===== config.mk =====
export PLATFORM = sky130hd
export DESIGN_NAME = fifo_flag_timing
export DESIGN_NICKNAME = d
export VERILOG_FILES = /design/src/pkg/fifo_flag_pkg.sv /design/src/hdl/fifo_store.sv /design/src/hdl/fifo_flag_timing.sv
export SDC_FILE = /design/constraint.sdc
export NUM_CORES = 1
export LEC_CHECK = 0
export ABC_AREA = 1
export BUFFER_PORTS_ARGS = -buffer_cell sky130_fd_sc_hd__buf_2
export CAP_MARGIN = 15
export CORE_ASPECT_RATIO = 0.7
export CORE_MARGIN = 10
export CORE_UTILIZATION = 30
export DETAILED_ROUTE_END_ITERATION = 8
export RECOVER_POWER = 100
export SLEW_MARGIN = 20
export SYNTH_ARGS = -nofsm -noshare
export SYNTH_HDL_FRONTEND = slang
export SYNTH_SLANG_ARGS = --single-unit

===== constraint.sdc =====
create_clock -name clk_sys -period 4.5 [get_ports clk_sys]
set_input_delay 0.9 -clock clk_sys [delete_from_list [all_inputs] [get_ports clk_sys]]
set_output_delay 0.9 -clock clk_sys [all_outputs]
set_load 0.1 [all_outputs]

===== src/pkg/fifo_flag_pkg.sv =====
// constants and carrier types for the flag-timing fifo
package fifo_flag_pkg;

    // ------------------------------------------------------------------
    // data path geometry
    // ------------------------------------------------------------------
    localparam int DATA_WIDTH = 18;
    localparam int FIFO_DEPTH = 32;
    localparam int PTR_WIDTH  = 5;
    localparam int CNT_WIDTH  = PTR_WIDTH + 1;
    localparam logic [CNT_WIDTH-1:0] DEPTH_COUNT = 6'h20;

    // ------------------------------------------------------------------
    // timing, clk_sys at 25 MHz
    // ------------------------------------------------------------------
    localparam int CLK_PERIOD_NS     = 40;
    localparam int REWIND_PULSE_NS   = 60;
    localparam int REWIND_RECOVER_NS = 90;
    // least time: round up
    localparam int REWIND_PULSE_CYCLES =
        (REWIND_PULSE_NS + CLK_PERIOD_NS - 1) / CLK_PERIOD_NS;
    // longest time: round down, never below one cycle
    localparam int REWIND_RECOVER_CYCLES =
        (REWIND_RECOVER_NS / CLK_PERIOD_NS) < 1 ? 1 :
        (REWIND_RECOVER_NS / CLK_PERIOD_NS);
    localparam int TIMER_WIDTH = 3;

    // ------------------------------------------------------------------
    // register port
    // ------------------------------------------------------------------
    localparam int REG_ADDR_WIDTH = 4;
    localparam int REG_DATA_WIDTH = 32;
    localparam logic [REG_ADDR_WIDTH-1:0] ALMOST_EMPTY_OFFSET_ADDR = 4'h0;
    localparam logic [REG_ADDR_WIDTH-1:0] ALMOST_FULL_OFFSET_ADDR  = 4'h4;
    localparam logic [REG_ADDR_WIDTH-1:0] STATUS_ADDR              = 4'h8;
    localparam logic [REG_ADDR_WIDTH-1:0] CONTROL_ADDR             = 4'hC;
    localparam logic [CNT_WIDTH-1:0] ALMOST_EMPTY_OFFSET_RESET = 6'h04;
    localparam logic [CNT_WIDTH-1:0] ALMOST_FULL_OFFSET_RESET  = 6'h04;
    // status field positions
    localparam int STAT_COUNT_LSB   = 0;
    localparam int STAT_FLAGS_LSB   = 8;
    localparam int STAT_RECOVER_BIT = 12;
    localparam int STAT_MODE_BIT    = 13;
    // control field positions
    localparam int CTRL_REWIND_BIT  = 0;

    // active-low flag group, as seen on the pins
    typedef struct packed {
        logic almost_full_n;
        logic almost_empty_n;
        logic full_n;
        logic empty_n;
    } flags_s;

    localparam flags_s FLAGS_RESET = 4'hA;

endpackage


===== src/hdl/fifo_store.sv =====
// word store with pointers, fill count and rewind
`timescale 1ns/1ps
`default_nettype none

module fifo_store
    import fifo_flag_pkg::*;
#(
    parameter int WIDTH = DATA_WIDTH,
    parameter int DEPTH = FIFO_DEPTH
)
(
    input  wire logic              clk_sys,
    input  wire logic              rst_b,
    input  wire logic              in_valid,
    output logic                   in_ready,
    input  wire logic [WIDTH-1:0]  in_data,
    output logic                   out_valid,
    input  wire logic              out_ready,
    output logic [WIDTH-1:0]       out_data,
    input  wire logic              rewind,
    output logic [$clog2(DEPTH):0] fill,
    output logic [$clog2(DEPTH):0] rewind_fill
);

    localparam int AW = $clog2(DEPTH);
    localparam int CW = AW + 1;
    localparam logic [CW-1:0] FULL_LEVEL = CW'(DEPTH);

    logic [WIDTH-1:0] mem [DEPTH];
    logic [AW-1:0]    wr_ptr;
    logic [AW-1:0]    rd_ptr;
    logic [CW-1:0]    written;
    wire              push;
    wire              pop;

    assign in_ready    = (fill != FULL_LEVEL);
    assign out_valid   = (fill != '0);
    assign push        = in_valid & in_ready & ~rewind;
    assign pop         = out_valid & out_ready & ~rewind;
    assign rewind_fill = written;

    // ------------------------------------------------------------------
    // storage
    // ------------------------------------------------------------------
    always_ff @(posedge clk_sys)
    begin
        if (push)
            mem[wr_ptr] <= in_data;
    end

    // read data come from a register; zero after reset
    always_ff @(posedge clk_sys or negedge rst_b)
    begin
        if (!rst_b)
            out_data <= '0;
        else if (pop)
            out_data <= mem[rd_ptr];
    end

    // ------------------------------------------------------------------
    // pointers
    // ------------------------------------------------------------------
    // rewind replays from zero; exact only until DEPTH words were written
    always_ff @(posedge clk_sys or negedge rst_b)
    begin
        if (!rst_b)
        begin
            wr_ptr  <= '0;
            rd_ptr  <= '0;
            fill    <= '0;
            written <= '0;
        end
        else if (rewind)
        begin
            rd_ptr <= '0;
            fill   <= written;
        end
        else
        begin
            if (push)
                wr_ptr <= wr_ptr + AW'(1);
            if (pop)
                rd_ptr <= rd_ptr + AW'(1);
            if (push && written != FULL_LEVEL)
                written <= written + CW'(1);
            fill <= fill + CW'(push) - CW'(pop);
        end
    end

endmodule

`default_nettype wire


===== src/hdl/fifo_flag_timing.sv =====
// single-clock fifo with full, empty and programmable almost flags
//
// Contract
// - after reset data read low with enable low and float with it high.
// - both clocks may run freely during reset.
// - the first word reaches the read port the read edge after empty clears.
// - full clears on the write edge after a read, at most one edge late.
// - empty clears on the read edge after a write, at most one edge late.
// - first-word latency at the empty boundary is one or two read periods.
// - sync almost-empty updates on the read edge after the write or next.
// - sync almost-full updates on the write edge after the read or next.
// - almost-empty is active while the count is at or below offset n.
// - almost-full is active from depth minus m words, not at one fewer.
// - after a rewind the flags are valid within the recovery time.
// - sync almost flags refresh one edge after recovery, given by the user.
// - registered almost flags are used only while mode select is low.
//
// The address-and-strobe port and the address map were left to the implementer.
`timescale 1ns/1ps
`default_nettype none

module fifo_flag_timing
    import fifo_flag_pkg::*;
(
    input  wire logic                      clk_sys,
    input  wire logic                      rst_b,
    // write side
    input  wire logic                      write_enable,
    input  wire logic [DATA_WIDTH-1:0]     write_data,
    // read side
    input  wire logic                      read_enable,
    input  wire logic                      output_enable_n,
    output logic [DATA_WIDTH-1:0]          read_data,
    output logic                           read_data_oe_n,
    // flags, active low
    output logic                           full_flag_n,
    output logic                           empty_flag_n,
    output logic                           almost_empty_flag_n,
    output logic                           almost_full_flag_n,
    // mode and rewind
    input  wire logic                      flag_sync_select,
    input  wire logic                      rewind_request,
    // register port
    input  wire logic [REG_ADDR_WIDTH-1:0] reg_addr,
    input  wire logic [REG_DATA_WIDTH-1:0] reg_wdata,
    input  wire logic                      reg_write,
    input  wire logic                      reg_read,
    output logic [REG_DATA_WIDTH-1:0]      reg_rdata
);

    // ------------------------------------------------------------------
    // helpers
    // ------------------------------------------------------------------
    function automatic logic almost_empty_hit(
        input logic [CNT_WIDTH-1:0] count,
        input logic [CNT_WIDTH-1:0] offset
    );
        return (count <= offset);
    endfunction

    function automatic logic almost_full_hit(
        input logic [CNT_WIDTH-1:0] count,
        input logic [CNT_WIDTH-1:0] offset
    );
        // compare count + m >= depth, widened so no wrap occurs
        logic [CNT_WIDTH:0] total;
        total = {1'b0, count} + {1'b0, offset};
        return (total >= {1'b0, DEPTH_COUNT});
    endfunction

    function automatic logic [CNT_WIDTH-1:0] step_count(
        input logic [CNT_WIDTH-1:0] count,
        input logic                 inc,
        input logic                 dec
    );
        return count + CNT_WIDTH'(inc) - CNT_WIDTH'(dec);
    endfunction

    // ------------------------------------------------------------------
    // declarations
    // ------------------------------------------------------------------
    typedef enum logic [1:0] {
        RUN,
        RECOVER,
        SETTLE
    } rewind_state_e;

    rewind_state_e            rewind_state;
    rewind_state_e            next_rewind_state;
    logic [TIMER_WIDTH-1:0]   recover_timer;
    logic [TIMER_WIDTH-1:0]   pulse_timer;
    logic                     pulse_taken;
    logic [CNT_WIDTH-1:0]     almost_empty_offset;
    logic [CNT_WIDTH-1:0]     almost_full_offset;
    logic                     soft_rewind;
    flags_s                   flags;
    flags_s                   next_flags;
    logic                     almost_empty_async_n;
    logic                     almost_full_async_n;

    wire [CNT_WIDTH-1:0]      fill;
    wire [CNT_WIDTH-1:0]      rewind_fill;
    wire                      store_in_ready;
    wire                      store_out_valid;
    wire [DATA_WIDTH-1:0]     store_out_data;
    wire                      busy;
    wire                      write_go;
    wire                      read_go;
    wire                      pin_rewind;
    wire                      rewind_go;
    wire [CNT_WIDTH-1:0]      next_count;
    wire                      wr_ae_offset;
    wire                      wr_af_offset;
    wire                      wr_control;
    wire [REG_DATA_WIDTH-1:0] status_word;
    wire [REG_DATA_WIDTH-1:0] read_mux;

    // ------------------------------------------------------------------
    // word store
    // ------------------------------------------------------------------
    fifo_store #(
        .WIDTH (DATA_WIDTH),
        .DEPTH (FIFO_DEPTH)
    ) u_store (
        .clk_sys     (clk_sys),
        .rst_b       (rst_b),
        .in_valid    (write_go),
        .in_ready    (store_in_ready),
        .in_data     (write_data),
        .out_valid   (store_out_valid),
        .out_ready   (read_go),
        .out_data    (store_out_data),
        .rewind      (rewind_go),
        .fill        (fill),
        .rewind_fill (rewind_fill)
    );

    // ------------------------------------------------------------------
    // accept and refuse
    // ------------------------------------------------------------------
    // both sides stall while a rewind realigns the pointers
    assign busy     = (rewind_state != RUN);
    // the store's own ready backs the pin flag, so a late flag loses nothing
    assign write_go = write_enable & full_flag_n & store_in_ready
                      & ~busy;
    assign read_go  = read_enable & empty_flag_n & store_out_valid
                      & ~busy;

    assign next_count = rewind_go ? rewind_fill
                                  : step_count(fill, write_go, read_go);

    // ------------------------------------------------------------------
    // read port
    // ------------------------------------------------------------------
    // store output register: zero after reset, popped word after a read
    assign read_data      = store_out_data;
    assign read_data_oe_n = output_enable_n;

    // ------------------------------------------------------------------
    // flags
    // ------------------------------------------------------------------
    // one clock drives both ports, so every edge meets the skew windows
    always_comb
    begin
        next_flags                = flags;
        next_flags.empty_n        = (next_count != '0);
        next_flags.full_n         = (next_count != DEPTH_COUNT);
        next_flags.almost_empty_n =
            ~almost_empty_hit(next_count, almost_empty_offset);
        next_flags.almost_full_n  =
            ~almost_full_hit(next_count, almost_full_offset);
    end

    // reset works without the clock, so free-running clocks do no harm
    always_ff @(posedge clk_sys or negedge rst_b)
    begin
        if (!rst_b)
            flags <= FLAGS_RESET;
        else
            flags <= next_flags;
    end

    // async mode decodes the count register directly
    assign almost_empty_async_n =
        ~almost_empty_hit(fill, almost_empty_offset);
    assign almost_full_async_n  =
        ~almost_full_hit(fill, almost_full_offset);

    assign full_flag_n         = flags.full_n;
    assign empty_flag_n        = flags.empty_n;
    assign almost_empty_flag_n = flag_sync_select
                                 ? almost_empty_async_n
                                 : flags.almost_empty_n;
    assign almost_full_flag_n  = flag_sync_select
                                 ? almost_full_async_n
                                 : flags.almost_full_n;

    // ------------------------------------------------------------------
    // rewind
    // ------------------------------------------------------------------
    // a pin request counts once held for the least pulse width, once per hold
    assign pin_rewind = rewind_request & ~pulse_taken
                        & (pulse_timer
                           == TIMER_WIDTH'(REWIND_PULSE_CYCLES - 1));
    assign rewind_go  = (pin_rewind | soft_rewind) & ~busy;

    always_ff @(posedge clk_sys or negedge rst_b)
    begin
        if (!rst_b)
        begin
            pulse_timer <= '0;
            pulse_taken <= 1'b0;
        end
        else if (!rewind_request)
        begin
            pulse_timer <= '0;
            pulse_taken <= 1'b0;
        end
        else
        begin
            if (pulse_timer != TIMER_WIDTH'(REWIND_PULSE_CYCLES - 1))
                pulse_timer <= pulse_timer + TIMER_WIDTH'(1);
            if (pin_rewind)
                pulse_taken <= 1'b1;
        end
    end

    always_comb
    begin
        next_rewind_state = rewind_state;
        unique case (rewind_state)
            RUN:
                if (rewind_go)
                    next_rewind_state = RECOVER;
            RECOVER:
                if (recover_timer == TIMER_WIDTH'(1))
                    next_rewind_state = SETTLE;
            SETTLE:
                // one more edge so the registered almost flags refresh
                next_rewind_state = RUN;
        endcase
    end

    always_ff @(posedge clk_sys or negedge rst_b)
    begin
        if (!rst_b)
        begin
            rewind_state  <= RUN;
            recover_timer <= '0;
        end
        else
        begin
            rewind_state <= next_rewind_state;
            if (rewind_go)
                recover_timer <= TIMER_WIDTH'(REWIND_RECOVER_CYCLES - 1);
            else if (recover_timer != '0)
                recover_timer <= recover_timer - TIMER_WIDTH'(1);
        end
    end

    // ------------------------------------------------------------------
    // register port
    // ------------------------------------------------------------------
    assign wr_ae_offset = reg_write & (reg_addr == ALMOST_EMPTY_OFFSET_ADDR);
    assign wr_af_offset = reg_write & (reg_addr == ALMOST_FULL_OFFSET_ADDR);
    assign wr_control   = reg_write & (reg_addr == CONTROL_ADDR);

    always_ff @(posedge clk_sys or negedge rst_b)
    begin
        if (!rst_b)
        begin
            almost_empty_offset <= ALMOST_EMPTY_OFFSET_RESET;
            almost_full_offset  <= ALMOST_FULL_OFFSET_RESET;
        end
        else
        begin
            if (wr_ae_offset)
                almost_empty_offset <= reg_wdata[CNT_WIDTH-1:0];
            if (wr_af_offset)
                almost_full_offset <= reg_wdata[CNT_WIDTH-1:0];
        end
    end

    // a control write asks for one rewind on the following edge
    always_ff @(posedge clk_sys or negedge rst_b)
    begin
        if (!rst_b)
            soft_rewind <= 1'b0;
        else
            soft_rewind <= wr_control & reg_wdata[CTRL_REWIND_BIT];
    end

    assign status_word =
        (REG_DATA_WIDTH'(fill) << STAT_COUNT_LSB)
        | (REG_DATA_WIDTH'(flags) << STAT_FLAGS_LSB)
        | (REG_DATA_WIDTH'(busy) << STAT_RECOVER_BIT)
        | (REG_DATA_WIDTH'(flag_sync_select) << STAT_MODE_BIT);

    assign read_mux =
        (reg_addr == ALMOST_EMPTY_OFFSET_ADDR)
            ? REG_DATA_WIDTH'(almost_empty_offset) :
        (reg_addr == ALMOST_FULL_OFFSET_ADDR)
            ? REG_DATA_WIDTH'(almost_full_offset) :
        (reg_addr == STATUS_ADDR) ? status_word : '0;

    // read data stand only in the cycle after the strobe
    always_ff @(posedge clk_sys or negedge rst_b)
    begin
        if (!rst_b)
            reg_rdata <= '0;
        else if (reg_read)
            reg_rdata <= read_mux;
        else
            reg_rdata <= '0;
    end

endmodule

`default_nettype wire


---- Yosys cells after proc, flatten, opt, wreduce, memory -nomap -nowiden ----
Memories as Yosys holds them, arrays and structs flattened. A register that Yosys moved wholly into a read port is not among the register bits.
Cells that the tools add are included.
word-level totals
  memories kept ........................... 1
  output and inout port bits .............. 55
  flip-flop bits (word level) ............. 80
  bits in writable memories ............... 576
  bits of input ports ..................... 63
  logic and storage cells ................. 109
operators by class
  $add $sub $neg .......................... 11
  bitwise gates (word level) .............. 28
  reductions and logical operators ........ 13
  multiplexer cells ....................... 21
  eq/ne operators ......................... 15
  $lt $le $gt $ge ......................... 4
memories
  memory       words  width  rd ports  clocked after memory_dff  write ports  line              text
  u_store.mem  32     18     1         1                         1            fifo_store.sv:29  logic [WIDTH-1:0] mem [DEPTH];
operators with widths
  cell                   number
  $mux W14               4
  $ne A6 B6 Y1 const B   3
  $and A1 B1 Y1          17
  $add A6 B6 Y7          2
  $ge A7 B6 Y1 const B   2
  $or A13 B14 Y14        1
  $or A12 B13 Y13        1
  $add A6 B1 Y6          2
  $le A6 B6 Y1           2
  $mux W3                4
  $mux W6                2
  $or A6 B12 Y12         1
  $reduce_bool A6 Y1     2
  $sub A6 B1 Y6          2
  $add A5 B1 Y5 const B  2
  $mux W5                2
  $eq A4 B4 Y1 const B   2
  $not A1 Y1             7
  $add A6 B1 Y6 const B  1
  $eq A3 B1 Y1 const B   2
  $mux W1                6
  $pmux W2 S3            1
  $reduce_and A2 Y1      3
  $reduce_bool A2 Y1     3
  other kinds (15)       18

---- Longest topological paths before layout ----
Gate-level depths: netlist of run 1.
  depth in word-level cells ............... 10
  gate-level depth with buffers ........... 22
  depth with buffers taken out ............ 22

---- Cells and area by module ----
Synthesis of run 1 repeated with hierarchy kept, for this count alone.
second synthesis, totals
  cell total of the unflattened synthesis .. 2791
  area total of the unflattened synthesis .. 28892.7 um^2
modules (own cells, without submodules)
  module            area an instance (um^2)  instances  cells an instance  sequential area each (um^2)
  fifo_store        26095.0                  1          2441               18297.5
  fifo_flag_timing  2797.7                   1          350                955.9

---- Worst setup path before layout of run 1 ----
OpenSTA, ideal clock, no wires.
  path type ............................... input to output
  from .................................... input flag_sync_select
  to ...................................... output almost_empty_flag_n
  slack ................................... 0.598 ns
  path buffers ............................ 0
  arrival time ............................ 3.002 ns
  stages on the path ...................... 1
  data required time ...................... 3.600 ns
  path through ............................ o21ai_0
on the way
  longest elaborated chain between the ends .. 1
RTL lines
  element      line                     text
  from (decl)  fifo_flag_timing.sv:41   input wire logic flag_sync_select,
  $mux W1      fifo_flag_timing.sv:192  ? almost_empty_async_n
  to (decl)    fifo_flag_timing.sv:38   output logic almost_empty_flag_n,
No other way between the ends.

---- Worst setup path in the final report of run 1 ----
  from .................................... register u_store.fill[1]
  to ...................................... output almost_full_flag_n
on the way
  longest elaborated chain between the ends .. 4
RTL lines
  element                 line                     text
  from (decl)             fifo_store.sv:21         output logic [$clog2(DEPTH):0] fill,
  from (signal assigned)  fifo_store.sv:76         fill <= written;
  from (signal assigned)  fifo_store.sv:86         fill <= fill + CW'(push) - CW'(pop);
  $add A6 B6 Y7           fifo_flag_timing.sv:67   total = {1'b0, count} + {1'b0, offset};
  $ge A7 B6 Y1            fifo_flag_timing.sv:68   return (total >= {1'b0, DEPTH_COUNT});
  $not A1 Y1              fifo_flag_timing.sv:187  ~almost_full_hit(fill, almost_full_offset);
  $mux W1                 fifo_flag_timing.sv:195  ? almost_full_async_n
  to (decl)               fifo_flag_timing.sv:39   output logic almost_full_flag_n,
No other way between the ends.

==> impl_metrics.yaml, run 1 <==
status:
  status: "finished, violations left"
  failed_checks: "capacitance limit, slew limit"
grt:
  grt_start_max_net_pins: 183
  track_usage: 0.132
  grt_pass1_vias: 18300
  antenna_found_initial: 2
  grt.overflow.total: 0
  grt_pass1_wl_um: 113000
finish:
  n_antenna_cell: 0
  drive_gt1_frac: 0.0564
  layout.cells.non_filler: 4222
  nFillCells: 9613
  final_cell_mix: "nand2_1 (889), edfxtp_1 (576), inv_1 (331), nand3_1 (283), nor2_1 (234)"
  fin_util: 0.340
  final_common_cell: "nand2_1"
  syn_to_final_growth_pct: 12.4
  nNetsFinal: 3025
timing:
  finalSetupViolCount: 0
  relSlewSlack: -1.05
  worst_pin_slew_ps: 3070
  fin_crit_sh: 0.894
  rsz0062_at_grt: "no"
  max_freq_mhz: 249
  skew_ps: 22.3
  hold_violations: 0
  post-route-min-period_ps: 4020
  drv_slew: 613
  fin_tns_setup_ps: 0
pwr:
  pwr-share-seq: 0.365
  p_comb_frac: 0.361
  total_power_mw: 20.0
  power_density_nw_per_um2: 613
  switchingPower_mw: 7.99
  p_leak_nw: 13.3
  p_sw_frac: 0.399
  max-vdd-ir-drop_v: 0.000584
  p_int_mw: 12.0
  clkPwrFrac: 0.274
clock_tree:
  cts_setup_buffers: 0
  clock_sinks: 654
  tritoncts: "yes"
  clk_latency_ps: 630
  h-tree-depth: 3
  cts-root-buf: "clkbuf_16"
  cts_made_buffers: 68
  ctsResizeCount: 0
  clkTransAtPathRegs_ps: 60
  clock_tree.buffer_depth: 3
  hold_buffers: 0
worst_setup_path:
  rrSetupSlack_ps: 600
  cp_max_fo: 7
  reg2reg_to: "u_store.mem[10][15]"
  startpoint: "u_store.fill[1]"
  end_kind: "output pin"
  endpoint: "almost_full_flag_n"
  reg2reg_from: "u_store.fill[2]"
  rr_worst_depth: 8
  required_ps: 3600
  cp.arrival_ps: 3120
  critPathLaunchType: "register"
  crit_type: "register to output pin"
logic_synthesis:
  syn_inst: 2839
  synth_area_per_cell_sq_um: 10.2
  synth_edf_count: 576
  seq_area_frac_synth: 0.663
  muxShareOfSynthArea: 0
  synth_top_area_cell: "edfxtp_1"
  synth_top_cell_area_share: 0.595
  netlist_area_sq_um: 29100
  synth-compound-area-share: 0.0327
  ys_warn_count: 0
  synthSimpleGateAreaFrac: 0.201
  synth_top_family_by_area: "simple AND/OR/NAND/NOR gates"
  ys_async_sr_fraction: 0.119
  yosysUniqueCellTypes: 36
  synth_xor_xnor_area_share: 0.00392
  synthFlopType: "edfxtp_1"
  synth_fa_ha_area_frac: 0.0247
  ys_ff_latch: 654
  synthTopCellsByArea: "edfxtp_1 (60%), nand2_1 (11%), dfrtp_1 (6.4%), nand3_1 (4.9%), inv_1 (4.3%)"
drt:
  wl_met1_um: 35200
  wl_met2_um: 31400
  num_vias: 19200
  remaining_drc_errors: 0
  wl_um: 73800
  route.met3.wl_um: 5520
  wl_per_cell_um: 17.5
  dr.max_layer_used: "met5"
  via_per_inst: 4.56
  drtIter0Drc: 1972
  ant_nets: 0
  dr.pass1.iters: 5
die:
  die_y_um: 280
  ios: 118
  dieWidth_um: 392
  row_count: 95
  dieArea_sq_um: 110000
  start_util: 0.303
  coreArea_sq_um: 96000
placed_design:
  gp_congestion: 0.834
  io_buffer_count: 69
  dp_hpwl_um: 44400
  place_inst: 4098
min_path:
  hp-class: "register to register"
  hp-start: "u_store.out_data[3]"
flow_run:
  maxCapViolations: 21
## cells by family after synthesis
group                    after synthesis
buffers and inverters                486
AO/OA/AOI/OAI                        182
flip-flops                           654
adder cells (fa/ha/maj)               55
AND/OR/NAND/NOR                     1448
other                                  1
XOR/XNOR                              13
## sequential cells by signal (all words and copies together) (netlist names), 2 cells and up
name / cells
u_store.mem: 576
rewind_state: 2
u_store.fill: 6
pulse_timer: 3
recover_timer: 3
u_store.rd_ptr: 5
almost_full_offset: 6
reg_rdata: 12
u_store.out_data: 18
u_store.rewind_fill: 6
flags: 2
u_store.wr_ptr: 5
almost_empty_offset: 6
## critical path, cell delays in order, from the launching register on
cell and delay, ps:
dfrtp_1 470, inv_1 320, fa_1 250, nand3_1 80, o21ai_0 250, nand3_1 100
o22ai_1 140, clkbuf_1 890
## area by class of cell
cell class	instances	area [sq um]	share of cell area
clock buffer	93	1850	0.0566
clock inverter	31	304	0.00931
inverter	334	1260	0.0387
multi-input combinational	1718	7750	0.237
sequential	654	19300	0.590
tap	1261	1580	0.0483
timing repair buffer	131	659	0.0202
## cells in the mapped netlist (all sizes together) (4+ instances only)
| library cell | number |
|---|---|
| dfrtp | 74 |
| fa | 4 |
| ha | 51 |
| nand4 | 11 |
| buf | 120 |
| xor2 | 9 |
| clkbuf | 32 |
| nor3 | 7 |
| nand2 | 890 |
| a21oi | 50 |
| inv | 334 |
| o21ai | 120 |
| edfxtp | 576 |
| nor2 | 254 |
| xnor2 | 4 |
| dfstp | 4 |
| nand3 | 284 |
## power groups by stage
stage	Clock, mW	Combinational [mW]	Sequential, mW
after detailed placement	0	7.30	7.42
after global routing	5.89	8.08	7.35
after CTS	5.63	7.33	7.29
after global placement	0	7.21	7.41
after floorplan	0	4.83	7.89
final	5.50	7.23	7.31
## metrics by stage
| stage | worst slack (ps) | area [sq um] | hold WS [ps] |
|---|---|---|---|
| 2_1_floorplan | 598 | 29100 | 448 |
| 3_3_place_gp | 704 | 30800 | 460 |
| 3_5_place_dp | 746 | 30800 | 463 |
| 4_1_cts | 795 | 32900 | 331 |
| 5_1_grt | 255 | 32700 | 505 |
| 6_report | 479 | 32700 | 478 |
## per-layer routing
layer / global-route usage / vias up
met2: 0.191 / 607
li1: - / 9378
met4: 0.0380 / 2
met5: 0 / -
met3: 0.0267 / 113
met1: 0.196 / 9148
## worst min-delay path by stage
| stage | depth (start not counted) | endpoint |
|---|---|---|
| CTS | 1 | reg_rdata[10] |
| global placement | 2 | u_store.out_data[10] |
| global route | 2 | u_store.out_data[17] |
| detailed placement | 2 | u_store.out_data[3] |
| finish | 2 | u_store.out_data[3] |
| floorplan | 2 | pulse_taken |
Power figures use the tool's default switching activity.
==> run 2: changes to the inputs <==
Clock period 4.5 ns to 3.3 ns, I/O delays scaled along.
==> run 2 against run 1 <==
The flow still finishes with violations (capacitance limit, slew limit). Flip-flop and latch count did not move. First-iteration DRC count fell by 5.9%. Clock skew rose by 30 ps. Via count rose by 0.96%. Routed wire length rose by 0.33%. Sequential share of layout area fell by 1.1 points. Core utilization rose by 0.63 points. Combinational power rose by 42%. Critical path type is now register to register. Clock-buffer cell count fell by 6. Sequential power rose by 35%. Cell count rose by 0.76%. Register-to-register slack got worse by 480 ps.
==> impl_metrics.yaml, run 2 (synthesis results as in run 1) <==
clock_tree:
  hold_buffers: 0
  tritoncts: "yes"
  clk_latency_ps: 640
  cts_made_buffers: 68
  clock_tree.buffer_depth: 3
  clkTransAtPathRegs_ps: 60
  clock_sinks: 654
  cts-root-buf: "clkbuf_16"
  h-tree-depth: 3
worst_setup_path:
  rrSetupSlack_ps: 120
  cp_max_fo: 3
  cp.arrival_ps: 3730
  reg2reg_from: "u_store.fill[2]"
  critPathLaunchType: "register"
  reg2reg_to: "flags[3]"
  required_ps: 3860
  end_kind: "register"
  rr_worst_depth: 17
  crit_type: "register to register"
min_path:
  hold_end: "almost_empty_offset[2]"
  hp-start: "reg_wdata[2]"
  whs_path_depth: 3
  hp-class: "input port to register"
pwr:
  switchingPower_mw: 11.0
  max-vdd-ir-drop_v: 0.000743
  total_power_mw: 28.3
  power_density_nw_per_um2: 851
  pwr-share-seq: 0.350
  p_int_mw: 17.3
  p_leak_nw: 13.7
  p_sw_frac: 0.389
  p_comb_frac: 0.363
  clkPwrFrac: 0.287
finish:
  largest_reg_flops: 576
  final_common_cell: "nand2_1"
  largest_register: "u_store.mem"
  drive_gt1_frac: 0.0816
  final_cell_mix: "nand2_1 (890), edfxtp_1 (576), inv_1 (322), nand3_1 (282), nor2_1 (242)"
  fin_util: 0.346
  regArea_sq_um: 19300
  nFillCells: 9527
  reg_top3: "u_store.mem (576), u_store.out_data (18), reg_rdata (12)"
  layout.cells.non_filler: 4254
  multiInputGateArea_sq_um: 7780
  nNetsFinal: 3055
  syn_to_final_growth_pct: 14.5
drt:
  wl_met2_um: 32200
  wl_um: 74000
  wl_met1_um: 35500
  route.met3.wl_um: 4960
  wl_per_cell_um: 17.4
  remaining_drc_errors: 0
  ant_nets: 0
  dr.max_layer_used: "met4"
  drtIter0Drc: 1856
  num_vias: 19400
  via_per_inst: 4.57
  dr.pass1.iters: 5
grt:
  grt.overflow.total: 0
  grt_pass1_vias: 18500
  grt_pass1_wl_um: 113000
  track_usage: 0.132
  grt_start_max_net_pins: 183
  antenna_found_initial: 0
timing:
  relSlewSlack: -0.289
  worst_slack_ps: 123
  rsz0062_at_grt: "no"
  post-route-min-period_ps: 3180
  finalSetupViolCount: 0
  max_freq_mhz: 315
  skew_ps: 52.1
  hold_violations: 0
  timing.hold.ws_ps: 274
  fin_crit_sh: 0.963
  worst_pin_slew_ps: 1930
  drv_slew: 815
placed_design:
  io_buffer_count: 69
  dp_hpwl_um: 43800
  gp_congestion: 0.810
  place_inst: 4125
  dp_worst_setup_slack_ps: -55.0
die:
  start_util: 0.303
  dieArea_sq_um: 110000
  coreArea_sq_um: 96000
  die_y_um: 280
  dieWidth_um: 392
  row_count: 95
  ios: 118
status:
  status: "finished, violations left"
  failed_checks: "capacitance limit, slew limit"
flow_run:
  maxCapViolations: 20
## run 2: cell types whose count changed in the layout (fill, tap and decap cells not counted), sizes merged
cell / change
buf: +28
bufinv: +8
clkbuf: -5
clkinv: +3
inv: -3
clkinvlp: -2
diode: +2
dlymetal6s4s: +1
## run 2: how the worst max path moves through the flow
| stage | from | to | slack [ps] | cells after the start |
|---|---|---|---|---|
| after global placement | write_enable | flags[3] | -40 | 16 |
| after detailed placement | read_enable | flags[3] | -60 | 17 |
| after floorplan | full_flag_n | flags[3] | -90 | 15 |
| after CTS | u_store.fill[4] | flags[3] | 20 | 18 |
| final | u_store.fill[2] | flags[3] | 120 | 17 |
| after global routing | u_store.fill[5] | flags[3] | 2 | 19 |
## run 2: area by class of cell
cell class	count	area share
antenna	2	0.000150
clock buffer	87	0.0539
clock inverter	37	0.0173
inverter	334	0.0380
multi-input combinational	1718	0.234
sequential	654	0.579
tap	1261	0.0474
timing repair buffer	161	0.0303
## run 2: power by group through the flow
stage / Sequential (mW) / Clock (mW) / Combinational, mW
final: 9.90 / 8.13 / 10.3
after detailed placement: 10.1 / 0 / 10.2
after global placement: 10.0 / 0 / 10.2
after global routing: 9.96 / 8.62 / 11.5
after floorplan: 10.8 / 0 / 6.59
after CTS: 9.89 / 8.30 / 10.3
## run 2: what timing repair did
action	CTS	global route
gates resized for setup	1	23
cloned	0	0
endpoints found under the setup margin	1	4
buffers inserted	1	2
pin swaps	0	12
## run 2: through the flow
| step | instance area (sq um) | TNS (ps) |
|---|---|---|
| floorplan | 29100 | -85.5 |
| global placement | 31200 | -43.4 |
| detailed placement | 31200 | -55.0 |
| CTS | 33600 | 0 |
| global route | 33300 | 0 |
| finish | 33300 | 0 |
## run 2: critical path, stage by stage, from the launching register on
cell     delay [ps]
dfrtp_1         380
inv_2            70
ha_2            180
nand4_1         100
nand4_1         180
inv_2            80
ha_4            260
inv_2            40
ha_4            160
fa_2            560
inv_1            40
nand2_1          70
o21ai_2          80
fa_1            370
nand4_1         100
a21oi_1          50
or2_4           230
and3_1          170
## run 2: layer usage
layer | track usage | vias to the layer above
met2 | 0.201 | 546
met4 | 0.0327 | 0
li1 | - | 9448
met1 | 0.193 | 9351
met3 | 0.0241 | 87
met5 | 0 | -
